[config.mk]
export PLATFORM = sky130hd
export DESIGN_NAME = tdc_cmd_decode
export DESIGN_NICKNAME = d
export VERILOG_FILES = /design/src/verilog/tdc_pkg.sv /design/src/verilog/tdc_timer_if.sv /design/src/verilog/tdc_cmd_decode.sv /design/src/verilog/tdc_delay_timer.sv /design/src/verilog/tdc_stat_counter.sv
export VERILOG_INCLUDE_DIRS = /design/src /design/src/verilog
export SDC_FILE = /design/constraint.sdc
export NUM_CORES = 1
export LEC_CHECK = 0
export ABC_AREA = 1
export BUFFER_PORTS_ARGS = -buffer_cell sky130_fd_sc_hd__clkbuf_2
export CORE_MARGIN = 1
export CORE_UTILIZATION = 35
export DETAILED_ROUTE_END_ITERATION = 10
export PLACE_DENSITY = 0.58
export RECOVER_POWER = 25
export SYNTH_ARGS = -nofsm -noshare
export SYNTH_HDL_FRONTEND = slang
export SYNTH_SLANG_ARGS = --single-unit
export TNS_END_PERCENT = 1
[constraint.sdc]
create_clock -name sys_clk_i -period 13.4 [get_ports sys_clk_i]
set_input_delay 2.01 -clock sys_clk_i [delete_from_list [all_inputs] [get_ports sys_clk_i]]
set_output_delay 2.01 -clock sys_clk_i [all_outputs]
set_load 0.005 [all_outputs]
[src/verilog/tdc_params.svh]
/*
  Constants of the transmit data descriptor command decoder: command bit
  positions, format codes, register offsets and reset values.
  Assumes it is included by bare name from the package and design files.
*/
`ifndef TDC_PARAMS_SVH
`define TDC_PARAMS_SVH

// ----------------------------------------------------------------
// Command byte bit positions
// ----------------------------------------------------------------
`define TDC_CMD_DLY_IRQ 7
`define TDC_CMD_TAG_INS 6
`define TDC_CMD_EXT_FMT 5
`define TDC_CMD_RPT_WIRE 4
`define TDC_CMD_RPT_STAT 3
`define TDC_CMD_SEG_OFF 2
`define TDC_CMD_FCS_INS 1
`define TDC_CMD_LAST_BUF 0

// ----------------------------------------------------------------
// Descriptor format and widths
// ----------------------------------------------------------------
`define TDC_DTYPE_DATA 4'h1
`define TDC_LEN_W 16
`define TDC_ADDR_W 8
`define TDC_DATA_W 32

// ----------------------------------------------------------------
// Register offsets
// ----------------------------------------------------------------
`define TDC_OFS_CTRL 8'h00
`define TDC_OFS_DELAY 8'h04
`define TDC_OFS_TAG_TYPE 8'h08
`define TDC_OFS_IRQ_STAT 8'h0c
`define TDC_OFS_IRQ_MASK 8'h10
`define TDC_OFS_SEG_ABORT 8'h14
`define TDC_OFS_ENGINE 8'h18

// ----------------------------------------------------------------
// Field positions and reset values
// ----------------------------------------------------------------
`define TDC_CTRL_TAG_EN 0
`define TDC_IRQ_TX 0
`define TDC_IRQ_ABORT 1
`define TDC_ENG_WAIT 0
`define TDC_ENG_IN_CTX 1
`define TDC_RST_DELAY 16'h0000
`define TDC_RST_TAG_TYPE 16'h8100
`define TDC_RST_MASK 2'h0

`endif

[src/verilog/tdc_pkg.sv]
/*
  Types shared by the command decoder modules.
  Assumes the constants header is on the include path.
*/
`include "tdc_params.svh"

package tdc_pkg;

  // Write-back engine: idle, or holding for a report-on-wire packet
  typedef enum logic [1:0] {
    TDC_IDLE = 2'b01,
    TDC_WAIT = 2'b10
  } tdc_fsm_t;

  typedef logic [7:0] tdc_cmd_t;
  typedef logic [`TDC_LEN_W-1:0] tdc_len_t;

endpackage

[src/verilog/tdc_timer_if.sv]
/*
  Link between the decoder and its interrupt delay countdown.
  Assumes one clock shared by both ends.
*/
`timescale 1ns/1ps

interface tdc_timer_if;
  logic load;
  logic clear;
  logic [15:0] value;
  logic expire;

  modport ctl (output load, output clear, output value, input expire);
  modport tmr (input load, input clear, input value, output expire);
endinterface
[src/verilog/tdc_cmd_decode.sv]
/*
  Command byte decoder of the transmit data descriptor engine: frame
  controls, segmentation context, status write-back and delayed interrupt.
  Assumes descriptors arrive already fetched and buffered, one per
  accepted cycle, and that the transmitter reports packet completion.
*/
`timescale 1ns/1ps
`include "tdc_params.svh"

module tdc_cmd_decode #(
  parameter int CNT_W = 32
) (
  // Clock and reset
  input wire logic sys_clk_i,
  input wire logic rst_i,
  // Register port
  input wire logic [`TDC_ADDR_W-1:0] reg_addr_i,
  input wire logic [`TDC_DATA_W-1:0] reg_wdata_i,
  input wire logic reg_we_i,
  input wire logic reg_re_i,
  output logic [`TDC_DATA_W-1:0] reg_rdata_o,
  // Descriptor stream
  input wire logic desc_valid_i,
  output logic desc_ready_o,
  input wire tdc_pkg::tdc_cmd_t command_byte_i,
  input wire logic [3:0] descriptor_type_field_i,
  input wire tdc_pkg::tdc_len_t buffer_byte_length_i,
  input wire logic [15:0] desc_special_i,
  input wire tdc_pkg::tdc_len_t payload_total_length_i,
  // Transmit completion
  input wire logic tx_done_i,
  input wire logic tx_error_i,
  input wire logic tx_final_i,
  // Frame controls
  output logic frame_valid_o,
  output logic tag_insert_o,
  output logic fcs_insert_o,
  output logic [15:0] vlan_tag_o,
  output logic [15:0] ethertype_o,
  output logic seg_ctx_o,
  output logic seg_abort_o,
  // Write-back, ring and interrupt
  output logic descriptor_done_flag_o,
  output logic head_advance_o,
  output logic irq_o
);
  import tdc_pkg::*;

  // ----------------------------------------------------------------
  // State
  // ----------------------------------------------------------------
  typedef struct packed {
    tdc_fsm_t fsm;
    logic global_tag_enable;
    logic [15:0] delay_value_field;
    logic [15:0] tag_type;
    logic [1:0] irq_stat;
    logic [1:0] irq_mask;
    logic [`TDC_DATA_W-1:0] rdata;
    logic in_ctx;
    tdc_len_t remaining;
    logic smp_tag;
    logic smp_fcs;
    logic [15:0] smp_special;
    logic pend_ide;
    logic frame_valid;
    logic tag_insert;
    logic fcs_insert;
    logic [15:0] vlan_tag;
    logic [15:0] ethertype;
    logic seg_ctx;
    logic seg_abort;
    logic wb_valid;
    logic head_adv;
    logic irq;
  } tdc_st_t;

  tdc_st_t q, d;
  tdc_timer_if tif();
  logic [CNT_W-1:0] abort_count;
  logic abort_inc;
  logic accept;
  logic fmt_ok;
  logic resolve;
  logic wb;
  logic ide_wb;
  logic tload;
  logic tclr;
  logic tag_v;
  logic fcs_v;
  logic [15:0] spec_v;
  tdc_len_t rem_cur;
  logic ctx_first;

  // ----------------------------------------------------------------
  // Submodules
  // ----------------------------------------------------------------
  tdc_delay_timer #(
    .DLY_W(16)
  ) u_timer (
    .sys_clk_i(sys_clk_i),
    .rst_i(rst_i),
    .tmr(tif.tmr)
  );

  tdc_stat_counter #(
    .W(CNT_W)
  ) u_seg_abort_counter (
    .sys_clk_i(sys_clk_i),
    .rst_i(rst_i),
    .inc_i(abort_inc),
    .count_o(abort_count)
  );

  assign tif.load = tload;
  assign tif.clear = tclr;
  assign tif.value = q.delay_value_field;

  // Stalling the stream while a wire report is pending keeps order simple
  assign accept = desc_valid_i && (q.fsm == TDC_IDLE);
  assign fmt_ok = command_byte_i[`TDC_CMD_EXT_FMT] &&
                  (descriptor_type_field_i == `TDC_DTYPE_DATA);
  assign resolve = (q.fsm == TDC_WAIT) && (tx_done_i || tx_error_i) && tx_final_i;
  assign ctx_first = command_byte_i[`TDC_CMD_SEG_OFF] && !q.in_ctx;

  // ----------------------------------------------------------------
  // Next-state logic
  // ----------------------------------------------------------------
  always_comb begin
    d = q;
    d.rdata = '0;
    d.frame_valid = 1'b0;
    d.seg_abort = 1'b0;
    d.wb_valid = 1'b0;
    d.head_adv = 1'b0;
    abort_inc = 1'b0;
    wb = 1'b0;
    ide_wb = 1'b0;
    tload = 1'b0;
    tclr = 1'b0;
    rem_cur = q.remaining;
    // first of context or this one
    tag_v = command_byte_i[`TDC_CMD_TAG_INS];
    fcs_v = command_byte_i[`TDC_CMD_FCS_INS];
    spec_v = desc_special_i;
    if (command_byte_i[`TDC_CMD_SEG_OFF] && q.in_ctx) begin
      tag_v = q.smp_tag;
      fcs_v = q.smp_fcs;
      spec_v = q.smp_special;
    end

    // Register reads; a status read clears it, later sets still win
    if (reg_re_i) begin
      case (reg_addr_i)
        `TDC_OFS_CTRL: d.rdata[`TDC_CTRL_TAG_EN] = q.global_tag_enable;
        `TDC_OFS_DELAY: d.rdata[15:0] = q.delay_value_field;
        `TDC_OFS_TAG_TYPE: d.rdata[15:0] = q.tag_type;
        `TDC_OFS_IRQ_STAT: begin
          d.rdata[1:0] = q.irq_stat;
          d.irq_stat = '0;
        end
        `TDC_OFS_IRQ_MASK: d.rdata[1:0] = q.irq_mask;
        `TDC_OFS_SEG_ABORT: d.rdata[CNT_W-1:0] = abort_count;
        `TDC_OFS_ENGINE: begin
          d.rdata[`TDC_ENG_WAIT] = (q.fsm == TDC_WAIT);
          d.rdata[`TDC_ENG_IN_CTX] = q.in_ctx;
        end
        default: d.rdata = '0;
      endcase
    end

    // Register writes
    if (reg_we_i) begin
      case (reg_addr_i)
        `TDC_OFS_CTRL: d.global_tag_enable = reg_wdata_i[`TDC_CTRL_TAG_EN];
        `TDC_OFS_DELAY: d.delay_value_field = reg_wdata_i[15:0];
        `TDC_OFS_TAG_TYPE: d.tag_type = reg_wdata_i[15:0];
        `TDC_OFS_IRQ_MASK: d.irq_mask = reg_wdata_i[1:0];
        default: d.rdata = d.rdata;
      endcase
    end

    if (accept && fmt_ok) begin
      if (command_byte_i[`TDC_CMD_SEG_OFF]) begin
        if (!q.in_ctx) begin
          rem_cur = payload_total_length_i;
          d.smp_tag = command_byte_i[`TDC_CMD_TAG_INS];
          d.smp_fcs = command_byte_i[`TDC_CMD_FCS_INS];
          d.smp_special = desc_special_i;
        end
        d.in_ctx = !command_byte_i[`TDC_CMD_LAST_BUF];
        d.remaining = rem_cur - buffer_byte_length_i;
        if (command_byte_i[`TDC_CMD_LAST_BUF] && (buffer_byte_length_i != rem_cur)) begin
          d.seg_abort = 1'b1;
          abort_inc = 1'b1;
          d.irq_stat[`TDC_IRQ_ABORT] = 1'b1;
        end
      end
      if (command_byte_i[`TDC_CMD_LAST_BUF]) begin
        d.frame_valid = 1'b1;
        d.tag_insert = tag_v && q.global_tag_enable;
        d.fcs_insert = (tag_v && q.global_tag_enable) || fcs_v;
        d.vlan_tag = spec_v;
        d.ethertype = q.tag_type;
        d.seg_ctx = command_byte_i[`TDC_CMD_SEG_OFF];
      end
      if (command_byte_i[`TDC_CMD_DLY_IRQ]) begin
        tload = 1'b1;
      end
      if (command_byte_i[`TDC_CMD_RPT_STAT] && command_byte_i[`TDC_CMD_RPT_WIRE]) begin
        d.fsm = TDC_WAIT;
        d.pend_ide = command_byte_i[`TDC_CMD_DLY_IRQ];
      end else if (command_byte_i[`TDC_CMD_RPT_STAT]) begin
        wb = 1'b1;
        ide_wb = command_byte_i[`TDC_CMD_DLY_IRQ];
      end else begin
        d.head_adv = 1'b1;
      end
    end else if (accept) begin
      // Unrecognised format is consumed with no effect on frames
      d.head_adv = 1'b1;
    end

    // Wire report pending
    case (q.fsm)
      TDC_IDLE: d.fsm = d.fsm;
      TDC_WAIT: begin
        if (resolve) begin
          wb = 1'b1;
          ide_wb = q.pend_ide;
          d.fsm = TDC_IDLE;
        end
      end
      default: d.fsm = TDC_IDLE;
    endcase

    if (wb) begin
      d.wb_valid = 1'b1;
      d.head_adv = 1'b1;
      if (ide_wb) begin
        tload = 1'b1;
      end else begin
        tclr = 1'b1;
        d.irq_stat[`TDC_IRQ_TX] = 1'b1;
      end
    end

    if (tif.expire) begin
      d.irq_stat[`TDC_IRQ_TX] = 1'b1;
    end
    d.irq = |(d.irq_stat & d.irq_mask);
  end

  // ----------------------------------------------------------------
  // State register
  // ----------------------------------------------------------------
  always_ff @(posedge sys_clk_i or posedge rst_i) begin
    if (rst_i) begin
      q <= '0;
      q.fsm <= TDC_IDLE;
      q.delay_value_field <= `TDC_RST_DELAY;
      q.tag_type <= `TDC_RST_TAG_TYPE;
      q.irq_mask <= `TDC_RST_MASK;
    end else begin
      q <= d;
    end
  end

  // Outputs straight from the state register
  assign reg_rdata_o = q.rdata;
  assign desc_ready_o = (q.fsm == TDC_IDLE);
  assign frame_valid_o = q.frame_valid;
  assign tag_insert_o = q.tag_insert;
  assign fcs_insert_o = q.fcs_insert;
  assign vlan_tag_o = q.vlan_tag;
  assign ethertype_o = q.ethertype;
  assign seg_ctx_o = q.seg_ctx;
  assign seg_abort_o = q.seg_abort;
  assign descriptor_done_flag_o = q.wb_valid;
  assign head_advance_o = q.head_adv;
  assign irq_o = q.irq;
endmodule

[src/verilog/tdc_delay_timer.sv]
/*
  Interrupt delay countdown: load, clear, one-cycle expiry pulse at zero.
  Assumes load and clear come from the decoder on sys_clk_i.
*/
`timescale 1ns/1ps
`include "tdc_params.svh"

module tdc_delay_timer #(
  parameter int DLY_W = 16
) (
  // Clock and reset
  input wire logic sys_clk_i,
  input wire logic rst_i,
  // Control from the decoder
  tdc_timer_if.tmr tmr
);
  import tdc_pkg::*;

  typedef struct packed {
    logic [DLY_W-1:0] cnt;
    logic expire;
  } tdc_tmr_st_t;

  tdc_tmr_st_t q, d;

  // Load wins over clear so a reload is never dropped
  always_comb begin
    d = q;
    d.expire = 1'b0;
    if (tmr.load) begin
      d.cnt = tmr.value[DLY_W-1:0];
      d.expire = (tmr.value[DLY_W-1:0] == '0);
    end else if (tmr.clear) begin
      d.cnt = '0;
    end else if (q.cnt != '0) begin
      d.cnt = q.cnt - 1'b1;
      d.expire = (q.cnt == {{(DLY_W-1){1'b0}}, 1'b1});
    end
  end

  // State register
  always_ff @(posedge sys_clk_i or posedge rst_i) begin
    if (rst_i) begin
      q <= '0;
    end else begin
      q <= d;
    end
  end

  assign tmr.expire = q.expire;
endmodule

[src/verilog/tdc_stat_counter.sv]
/*
  Saturating event counter for statistics.
  Assumes a one-cycle increment pulse on sys_clk_i.
*/
`timescale 1ns/1ps

module tdc_stat_counter #(
  parameter int W = 32
) (
  // Clock and reset
  input wire logic sys_clk_i,
  input wire logic rst_i,
  // Event and count
  input wire logic inc_i,
  output logic [W-1:0] count_o
);
  import tdc_pkg::*;

  typedef struct packed {
    logic [W-1:0] cnt;
  } tdc_cnt_st_t;

  tdc_cnt_st_t q, d;

  // Saturate rather than wrap so software never sees a false low count
  always_comb begin
    d = q;
    if (inc_i && q.cnt != '1) begin
      d.cnt = q.cnt + 1'b1;
    end
  end

  // State register
  always_ff @(posedge sys_clk_i or posedge rst_i) begin
    if (rst_i) begin
      q <= '0;
    end else begin
      q <= d;
    end
  end

  assign count_o = q.cnt;
endmodule

==> results of run 1 <==
area by class of cell:
cell class	instances	area [sq um]
Sequential cell	196	4908
Tap cell	390	488.0
Clock buffer	17	425.4
Inverter	192	723.2
Timing Repair Buffer	166	825.8
Fill cell	3128	17930
Multi-Input combinational cell	843	4317
Clock inverter	15	176.4
cell families (layout without fill, tap and decap cells):
family                   Yosys count  after routing  synth area share, %
AND/OR/NAND/NOR                  578            578                24.48
buffers and inverters            293            390                13.05
AO/OA/AOI/OAI                    204            204                10.29
flip-flops                       196            196                46.17
XOR/XNOR                          36             36                3.037
adder cells (fa/ha/maj)           22             22                2.660
multiplexers                       3              3               0.3060
path summary, 6_finish.rpt:
check,start,end,depth (start not counted)
max in group sys_clk_i,descriptor_type_field_i[3],u_seg_abort_counter.count_o[10]$_DFFE_PP0P_,9
worst max register to register,q[75]$_DFFE_PP0P_,u_seg_abort_counter.count_o[10]$_DFFE_PP0P_,13
worst min-delay path,u_timer.tmr.expire$_DFF_PP0_,q[110]$_DFF_PP0_,2
min in group asynchronous,rst_i,u_seg_abort_counter.count_o[29]$_DFFE_PP0P_,2
worst min register to register,u_timer.tmr.expire$_DFF_PP0_,q[110]$_DFF_PP0_,2
worst max-delay path,rst_i,u_timer.q[8]$_DFFE_PP0P_,4
worst register-to-register path: stages (launching register included):
cell     delay [ps]
dfrtp_1         860
inv_2           380
or2_2           380
o21ai_0         140
inv_1            80
ha_1            330
nand2_1          90
nor2_1           50
nand3_2         100
nand2_2          70
nor2_4          380
nand2_1         180
o21ai_0         190
nand2_1          60
layout by cell type, fill, tap and decap left out, drive strengths merged:
cell,n
o21bai,4
xor2,31
a211oi,1
a21oi,33
fa,1
buf,2
a21boi,2
a21o,1
nand3,63
o211ai,4
clkinv,7
nand3b,3
o21ai,130
dfstp,3
clkinvlp,1
nor3,32
o221ai,2
nor2,99
o31ai,1
inv,199
a31oi,1
nor3b,1
nor4,5
mux2i,1
mux2,2
dfrtp,193
ha,21
o22ai,25
and2,1
clkbuf,181
or2,4
nand2,346
xnor2,5
nand4,24
flip-flops by register name (all words and copies together), names as in the netlist:
| register | count |
|---|---|
| irq_o | 1 |
| head_advance_o | 1 |
| u_seg_abort_counter.count_o | 32 |
| tag_insert_o | 1 |
| tif.value | 16 |
| descriptor_done_flag_o | 1 |
| seg_ctx_o | 1 |
| frame_valid_o | 1 |
| seg_abort_o | 1 |
| u_timer.q | 16 |
| q | 59 |
| ethertype_o | 16 |
| u_timer.tmr.expire | 1 |
| vlan_tag_o | 16 |
| fcs_insert_o | 1 |
| reg_rdata_o | 32 |
per-stage QoR:
step / total power, uW / hold WS, ps / util, %
floorplan: 947.2 / 426.9 / -
global placement: 1022 / 442.9 / 37.91
detailed placement: 1030 / 456.4 / 37.91
CTS: 1558 / 477.9 / 39.93
global route: 1635 / 488.9 / 39.82
finish: 1537 / 474.6 / 39.82
power by group:
group | leakage, uW | internal, uW | switching, uW
sequential | 0.00257 | 647 | 44.7
clock | 0.000293 | 254 | 267
combinational | 0.00333 | 128 | 196
layer usage:
layer	wire length, um	vias up	track usage (%)	part of all wire [%]
li1	-	4351	-	-
met1	12560	3954	24.19	48
met2	12310	170	28.25	47
met3	923	23	2.649	3.5
met4	355	2	4.601	1.4
met5	11	-	0	0.042
==> results.sh, run 1 <==
export IMPL_ys_types=48
export IMPL_grt_overflow_total=0
export IMPL_core_sq_um=29800
export IMPL_ys_ff_latch=196
export IMPL_slew_viol_final=96
export IMPL_cp_data_arrival_time_ps=6110
export IMPL_grt_max_degree=96
export IMPL_io_buffer_count=164
export IMPL_hold_path_class="register to register"
export IMPL_drtPass1Iterations=5
export IMPL_netlist_area_sq_um=10630
export IMPL_crit_family="buffers and inverters"
export IMPL_finalSetupViolCount=0
export IMPL_areaGrowthSynthToFinish_pct=11.61
export IMPL_dp_cells=1787
export IMPL_syn_area_per_cell_sq_um=7.981
export IMPL_drc=0
export IMPL_start_util_pct=35.68
export IMPL_clockRootBuffer="clkbuf_16"
export IMPL_cp_start_kind="input pin"
export IMPL_cts_sinks=196
export IMPL_antenna_found_initial=1
export IMPL_clock_latency_ps=450
export IMPL_synth_most_common_cell="nand2_1"
export IMPL_finalWorstPathRequiredPeriod_ps=5591
export IMPL_fin_ws_ps=7809
export IMPL_path_class="input pin to async pin"
export IMPL_htreeDepth=4
export IMPL_yosys_top_cells_area="dfrtp_1, nand2_1, inv_1"
export IMPL_rsz0062_at_grt="no"
export IMPL_worstMarginPinSlew_ps=4380
export IMPL_vdd_ir_drop_worst_uv=86.65
export IMPL_ys_seq_area_share_pct=46.17
export IMPL_max_slew_margin_pct=-193.6
export IMPL_synth_top_cell_by_area="dfrtp_1"
export IMPL_setup_tns_ps=0
export IMPL_dpl_cell_area_sq_um=11300
export IMPL_crit_path_max_incr_delay_ps=2430
export IMPL_max_freq_mhz=178.9
export IMPL_die_area_sq_um=31070
export IMPL_cts_made_buffers=17
export IMPL_grt_pass1_vias=8116
export IMPL_synth_top_area_share_pct=45.43
export IMPL_r2r_setup_slack_ps=9990
export IMPL_track_usage_pct=17.43
export IMPL_postRouteAntennaNets=0
export IMPL_post_drt_wl_per_cell_um=14.38
export IMPL_antenna_cells=0
export IMPL_syn_inst=1332
export IMPL_drt_wl_total_um=26160
export IMPL_cts_buffer_depth=2
export IMPL_final_area_sq_um=11860
export IMPL_hold_buffers=0
export IMPL_end_kind="async pin"
export IMPL_clk_pin_slew_worst_paths_ps=80
export IMPL_finalHoldViolCount=0
export IMPL_drive_above_1_share_pct=17.21
export IMPL_crit_path_top_delay_cell="clkinvlp_2"
export IMPL_critical_path_required_ps=13920
export IMPL_fin_crit_sh_pct=41.73
export IMPL_async_reset_ff_share_pct=100.0
export IMPL_p_leak_uw=0.006202
export IMPL_placementRows=63
export IMPL_fp_dieW_um=176.3
export IMPL_dp_slack_ps=9103
export IMPL_ios=181
export IMPL_vias=8500
export IMPL_final_cells=1819
export IMPL_cap_violations=1
export IMPL_status="finished, violations left"
export IMPL_cp_common_cell="buf_4"
export IMPL_viasPerCell=4.673
export IMPL_final_nets=1546
export IMPL_post_cts_setup_buffers=0
export IMPL_ys_flop_type="dfrtp_1"
export IMPL_cp_cell_sequence="clkbuf_2, clkinvlp_2, buf_4, buf_4"
export IMPL_die_h_um=176.3
export IMPL_crit_fanout=95
export IMPL_drt_iter0_markers=497
export IMPL_synth_nets=1462
export IMPL_synth_enable_flop_cells=0
export IMPL_grt_pass1_wl_um=42410
export IMPL_clock_skew_ps=15.18
export IMPL_place_congestion=0.8772
export IMPL_cts_tree="done"
export IMPL_dp_hpwl_um=19550
export IMPL_cts_repair_resized=0
export IMPL_ys_top_cells_by_count="nand2_1, dfrtp_1, inv_1, o21ai_0, nor2_1"
export IMPL_power_density_nw_per_um2=129.6
export IMPL_violations="capacitance limit, slew limit"
export IMPL_worstPathBufferInverterCount=4
export IMPL_yosysWarnings=0
(Power assumes the default switching activity.)
==> run 2: changes to the inputs <==
--- a/config.mk
+++ b/config.mk
@@ -6,12 +6,12 @@
 export SDC_FILE = /design/constraint.sdc
 export NUM_CORES = 1
 export LEC_CHECK = 0
-export ABC_AREA = 1
+export ABC_AREA = 0
 export BUFFER_PORTS_ARGS = -buffer_cell sky130_fd_sc_hd__clkbuf_2
 export CORE_MARGIN = 1
 export CORE_UTILIZATION = 35
 export DETAILED_ROUTE_END_ITERATION = 10
-export PLACE_DENSITY = 0.58
+export PLACE_DENSITY = 0.6
 export RECOVER_POWER = 25
 export SYNTH_ARGS = -nofsm -noshare
 export SYNTH_HDL_FRONTEND = slang
==> constraint.sdc (replaced) <==
create_clock -name sys_clk_i -period 4.6 [get_ports sys_clk_i]
set_input_delay 0.69 -clock sys_clk_i [delete_from_list [all_inputs] [get_ports sys_clk_i]]
set_output_delay 0.69 -clock sys_clk_i [all_outputs]
set_load 0.005 [all_outputs]
==> results.sh, run 2 <==
export IMPL_hold_buffers=0
export IMPL_drtPass1Iterations=5
export IMPL_worstMarginPinSlew_ps=2231
export IMPL_place_congestion=0.7936
export IMPL_htreeDepth=4
export IMPL_ys_seq_area_share_pct=48.59
export IMPL_crit_path_top_delay_cell="dfrtp_1"
export IMPL_p_clk_share_pct=36.1
export IMPL_vdd_ir_drop_worst_uv=202.4
export IMPL_io_buffer_count=164
export IMPL_clockRootBuffer="clkbuf_16"
export IMPL_clock_latency_ps=440
export IMPL_ys_types=75
export IMPL_p_switching_uw=1423
export IMPL_crit_fanout=18
export IMPL_postRouteAntennaNets=0
export IMPL_fp_dieW_um=171.9
export IMPL_clock_skew_ps=21.63
export IMPL_hold_path_class="input pin to async pin"
export IMPL_cts_buffer_depth=2
export IMPL_drt_wl_total_um=23140
export IMPL_final_cells=1399
export IMPL_critical_path_required_ps=4920
export IMPL_dp_hpwl_um=16510
export IMPL_crit_path_max_incr_delay_ps=970
export IMPL_drc=0
export IMPL_die_h_um=171.9
export IMPL_final_common_cell="dfrtp_1"
export IMPL_syn_area_per_cell_sq_um=11.10
export IMPL_finalHoldViolCount=0
export IMPL_final_nets=1138
export IMPL_fin_crit_sh_pct=72.45
export IMPL_met3_usage_pct=3.479
export IMPL_cp_data_arrival_time_ps=3650
export IMPL_dp_cells=1367
export IMPL_rsz0062_at_grt="no"
export IMPL_top_usage_layer="met2"
export IMPL_viasPerCell=5.011
export IMPL_syn_inst=910
export IMPL_die_area_sq_um=29550
export IMPL_use_met1_pct=22.67
export IMPL_violations="capacitance limit, slew limit"
export IMPL_grt_pass1_wl_um=37730
export IMPL_synth_enable_flop_cells=0
export IMPL_ys_ff_latch=196
export IMPL_finalSetupViolCount=0
export IMPL_p_seq_share_pct=45.1
export IMPL_r2r_setup_slack_ps=1270
export IMPL_synth_nets=1040
export IMPL_status="finished, violations left"
export IMPL_cts_repair_resized=0
export IMPL_track_usage_pct=16.36
export IMPL_post_drt_wl_per_cell_um=16.54
export IMPL_layout_common_cells="dfrtp_1, clkbuf_2, nand2_1, mux2_2, nor2_1"
export IMPL_drive_above_1_share_pct=31.73
export IMPL_slew_viol_final=72
export IMPL_cap_violations=2
export IMPL_grt_use_met2_pct=26.05
export IMPL_cts_made_buffers=17
export IMPL_async_reset_ff_share_pct=100.0
export IMPL_synth_top_cell_by_area="dfrtp_1"
export IMPL_top_register="q"
export IMPL_synth_most_common_cell="dfrtp_1"
export IMPL_end_kind="register"
export IMPL_grt_pass1_vias=7036
export IMPL_cts_sinks=196
export IMPL_vias=7010
export IMPL_cts_tree="done"
export IMPL_power_density_nw_per_um2=396.2
export IMPL_largest_register_ffs=59
export IMPL_ios=181
export IMPL_yosys_top_cells_area="dfrtp_1, mux2_2, buf_4"
export IMPL_antenna_cells=0
export IMPL_start_util_pct=35.97
export IMPL_cp_start_kind="register"
export IMPL_core_sq_um=28090
export IMPL_grt_max_degree=114
export IMPL_max_slew_margin_pct=-48.75
export IMPL_netlist_area_sq_um=10100
export IMPL_clk_pin_slew_worst_paths_ps=80
export IMPL_nFillCells=2754
export IMPL_areaGrowthSynthToFinish_pct=14.02
export IMPL_path_class="register to register"
export IMPL_drt_iter0_markers=447
export IMPL_setup_tns_ps=0
export IMPL_post_cts_setup_buffers=0
export IMPL_power_internal_uw=3141
export IMPL_post_route_util_pct=41.01
export IMPL_placementRows=61
export IMPL_yosysWarnings=0
export IMPL_grt_overflow_total=0
export IMPL_sw_frac_of_total_pct=31.18
export IMPL_cp_cell_sequence="buf_4, mux2_2, ha_1, and3_1, nand2_1, o311a_1, nand2_1, mux2_2"
export IMPL_power_frac_comb_pct=18.8
export IMPL_p_leak_uw=0.005882
export IMPL_antenna_found_initial=1
export IMPL_max_freq_mhz=300.1
export IMPL_synth_top_area_share_pct=47.81
export IMPL_ys_flop_type="dfrtp_1"
export IMPL_ys_top_cells_by_count="dfrtp_1, nand2_1, buf_4, mux2_2, nor2_1"
export IMPL_finalWorstPathRequiredPeriod_ps=3333
run 2: changes by cell type in the layout (fill, tap and decap cells not counted), moves of 20 or more:
cell     previous run  this run
and3_1              0        25
inv_1             186        29
o21ai_0           116        43
nand3_1            57        21
nand2_1           331        82
mux2_4              0        20
o22ai_1            25         1
mux2_2              2        66
nor2_1             83        49
run 2: cell families after synthesis:
group	after synthesis	synth area share, %
xor+xnor	51	4.496
compound gates	139	9.388
mux	106	12.35
fa+ha+maj	22	2.799
buf+inv	127	7.481
flops	196	48.59
simple gates	269	14.90
run 2: metrics by stage:
stage	cell area, sq um	total power [uW]	setup WS, ps	hold WS [ps]
6_report	11520	4563	1267	344.5
4_1_cts	11530	4615	1256	239.9
5_1_grt	11520	4827	1076	396.7
3_3_place_gp	10860	2928	1282	444.9
3_5_place_dp	10860	2957	1281	455.5
2_1_floorplan	10110	2732	1380	430.7
run 2: final cells by class:
cell class              count  area (sq um)  share of cell area [%]
clock buffers              17         425.4                   3.693
repair buffers            176         915.9                   7.951
flip-flops and latches    196          4908                   42.61
clock inverters            15         241.5                   2.096
multi-input cells         587          4441                   38.55
well taps                 378         473.0                   4.106
inverters                  30         113.9                  0.9885
run 2: per-layer routing:
metal  share of wire [%]  up-vias
met4                 1.3        2
met3                 5.0       21
met2                  46      168
met5               0.056        -
li1                    -     3372
met1                  48     3447
run 2: power groups by stage:
stage | clock network [uW] | registers [uW] | logic [uW]
finish | 1650 | 2060 | 856
global route | 1760 | 2090 | 974
CTS | 1690 | 2060 | 867
detailed placement | 0 | 2090 | 864
global placement | 0 | 2080 | 844
floorplan | 0 | 2040 | 694
run 2: path summary, 6_finish.rpt:
kind / start / endpoint / depth (start not counted)
setup / recovery: q[75]$_DFFE_PP0P_ / u_seg_abort_counter.count_o[1]$_DFFE_PP0P_ / 8
hold / removal: rst_i / seg_ctx_o$_DFFE_PP0P_ / 2
setup reg to reg: q[75]$_DFFE_PP0P_ / u_seg_abort_counter.count_o[1]$_DFFE_PP0P_ / 8
hold reg to reg: q[63]$_DFFE_PP0P_ / q[63]$_DFFE_PP0P_ / 2
max in group asynchronous: rst_i / reg_rdata_o[23]$_DFF_PP0_ / 3
min in group sys_clk_i: q[63]$_DFFE_PP0P_ / q[63]$_DFFE_PP0P_ / 2
run 2: worst max-delay path, delay by kind of cell (launching register included):
kind | cells | cell delay (ps)
fa+ha+maj | 1 | 380
mux | 2 | 670
flops | 1 | 970
compound gates | 1 | 480
buf+inv | 1 | 260
simple gates | 3 | 460
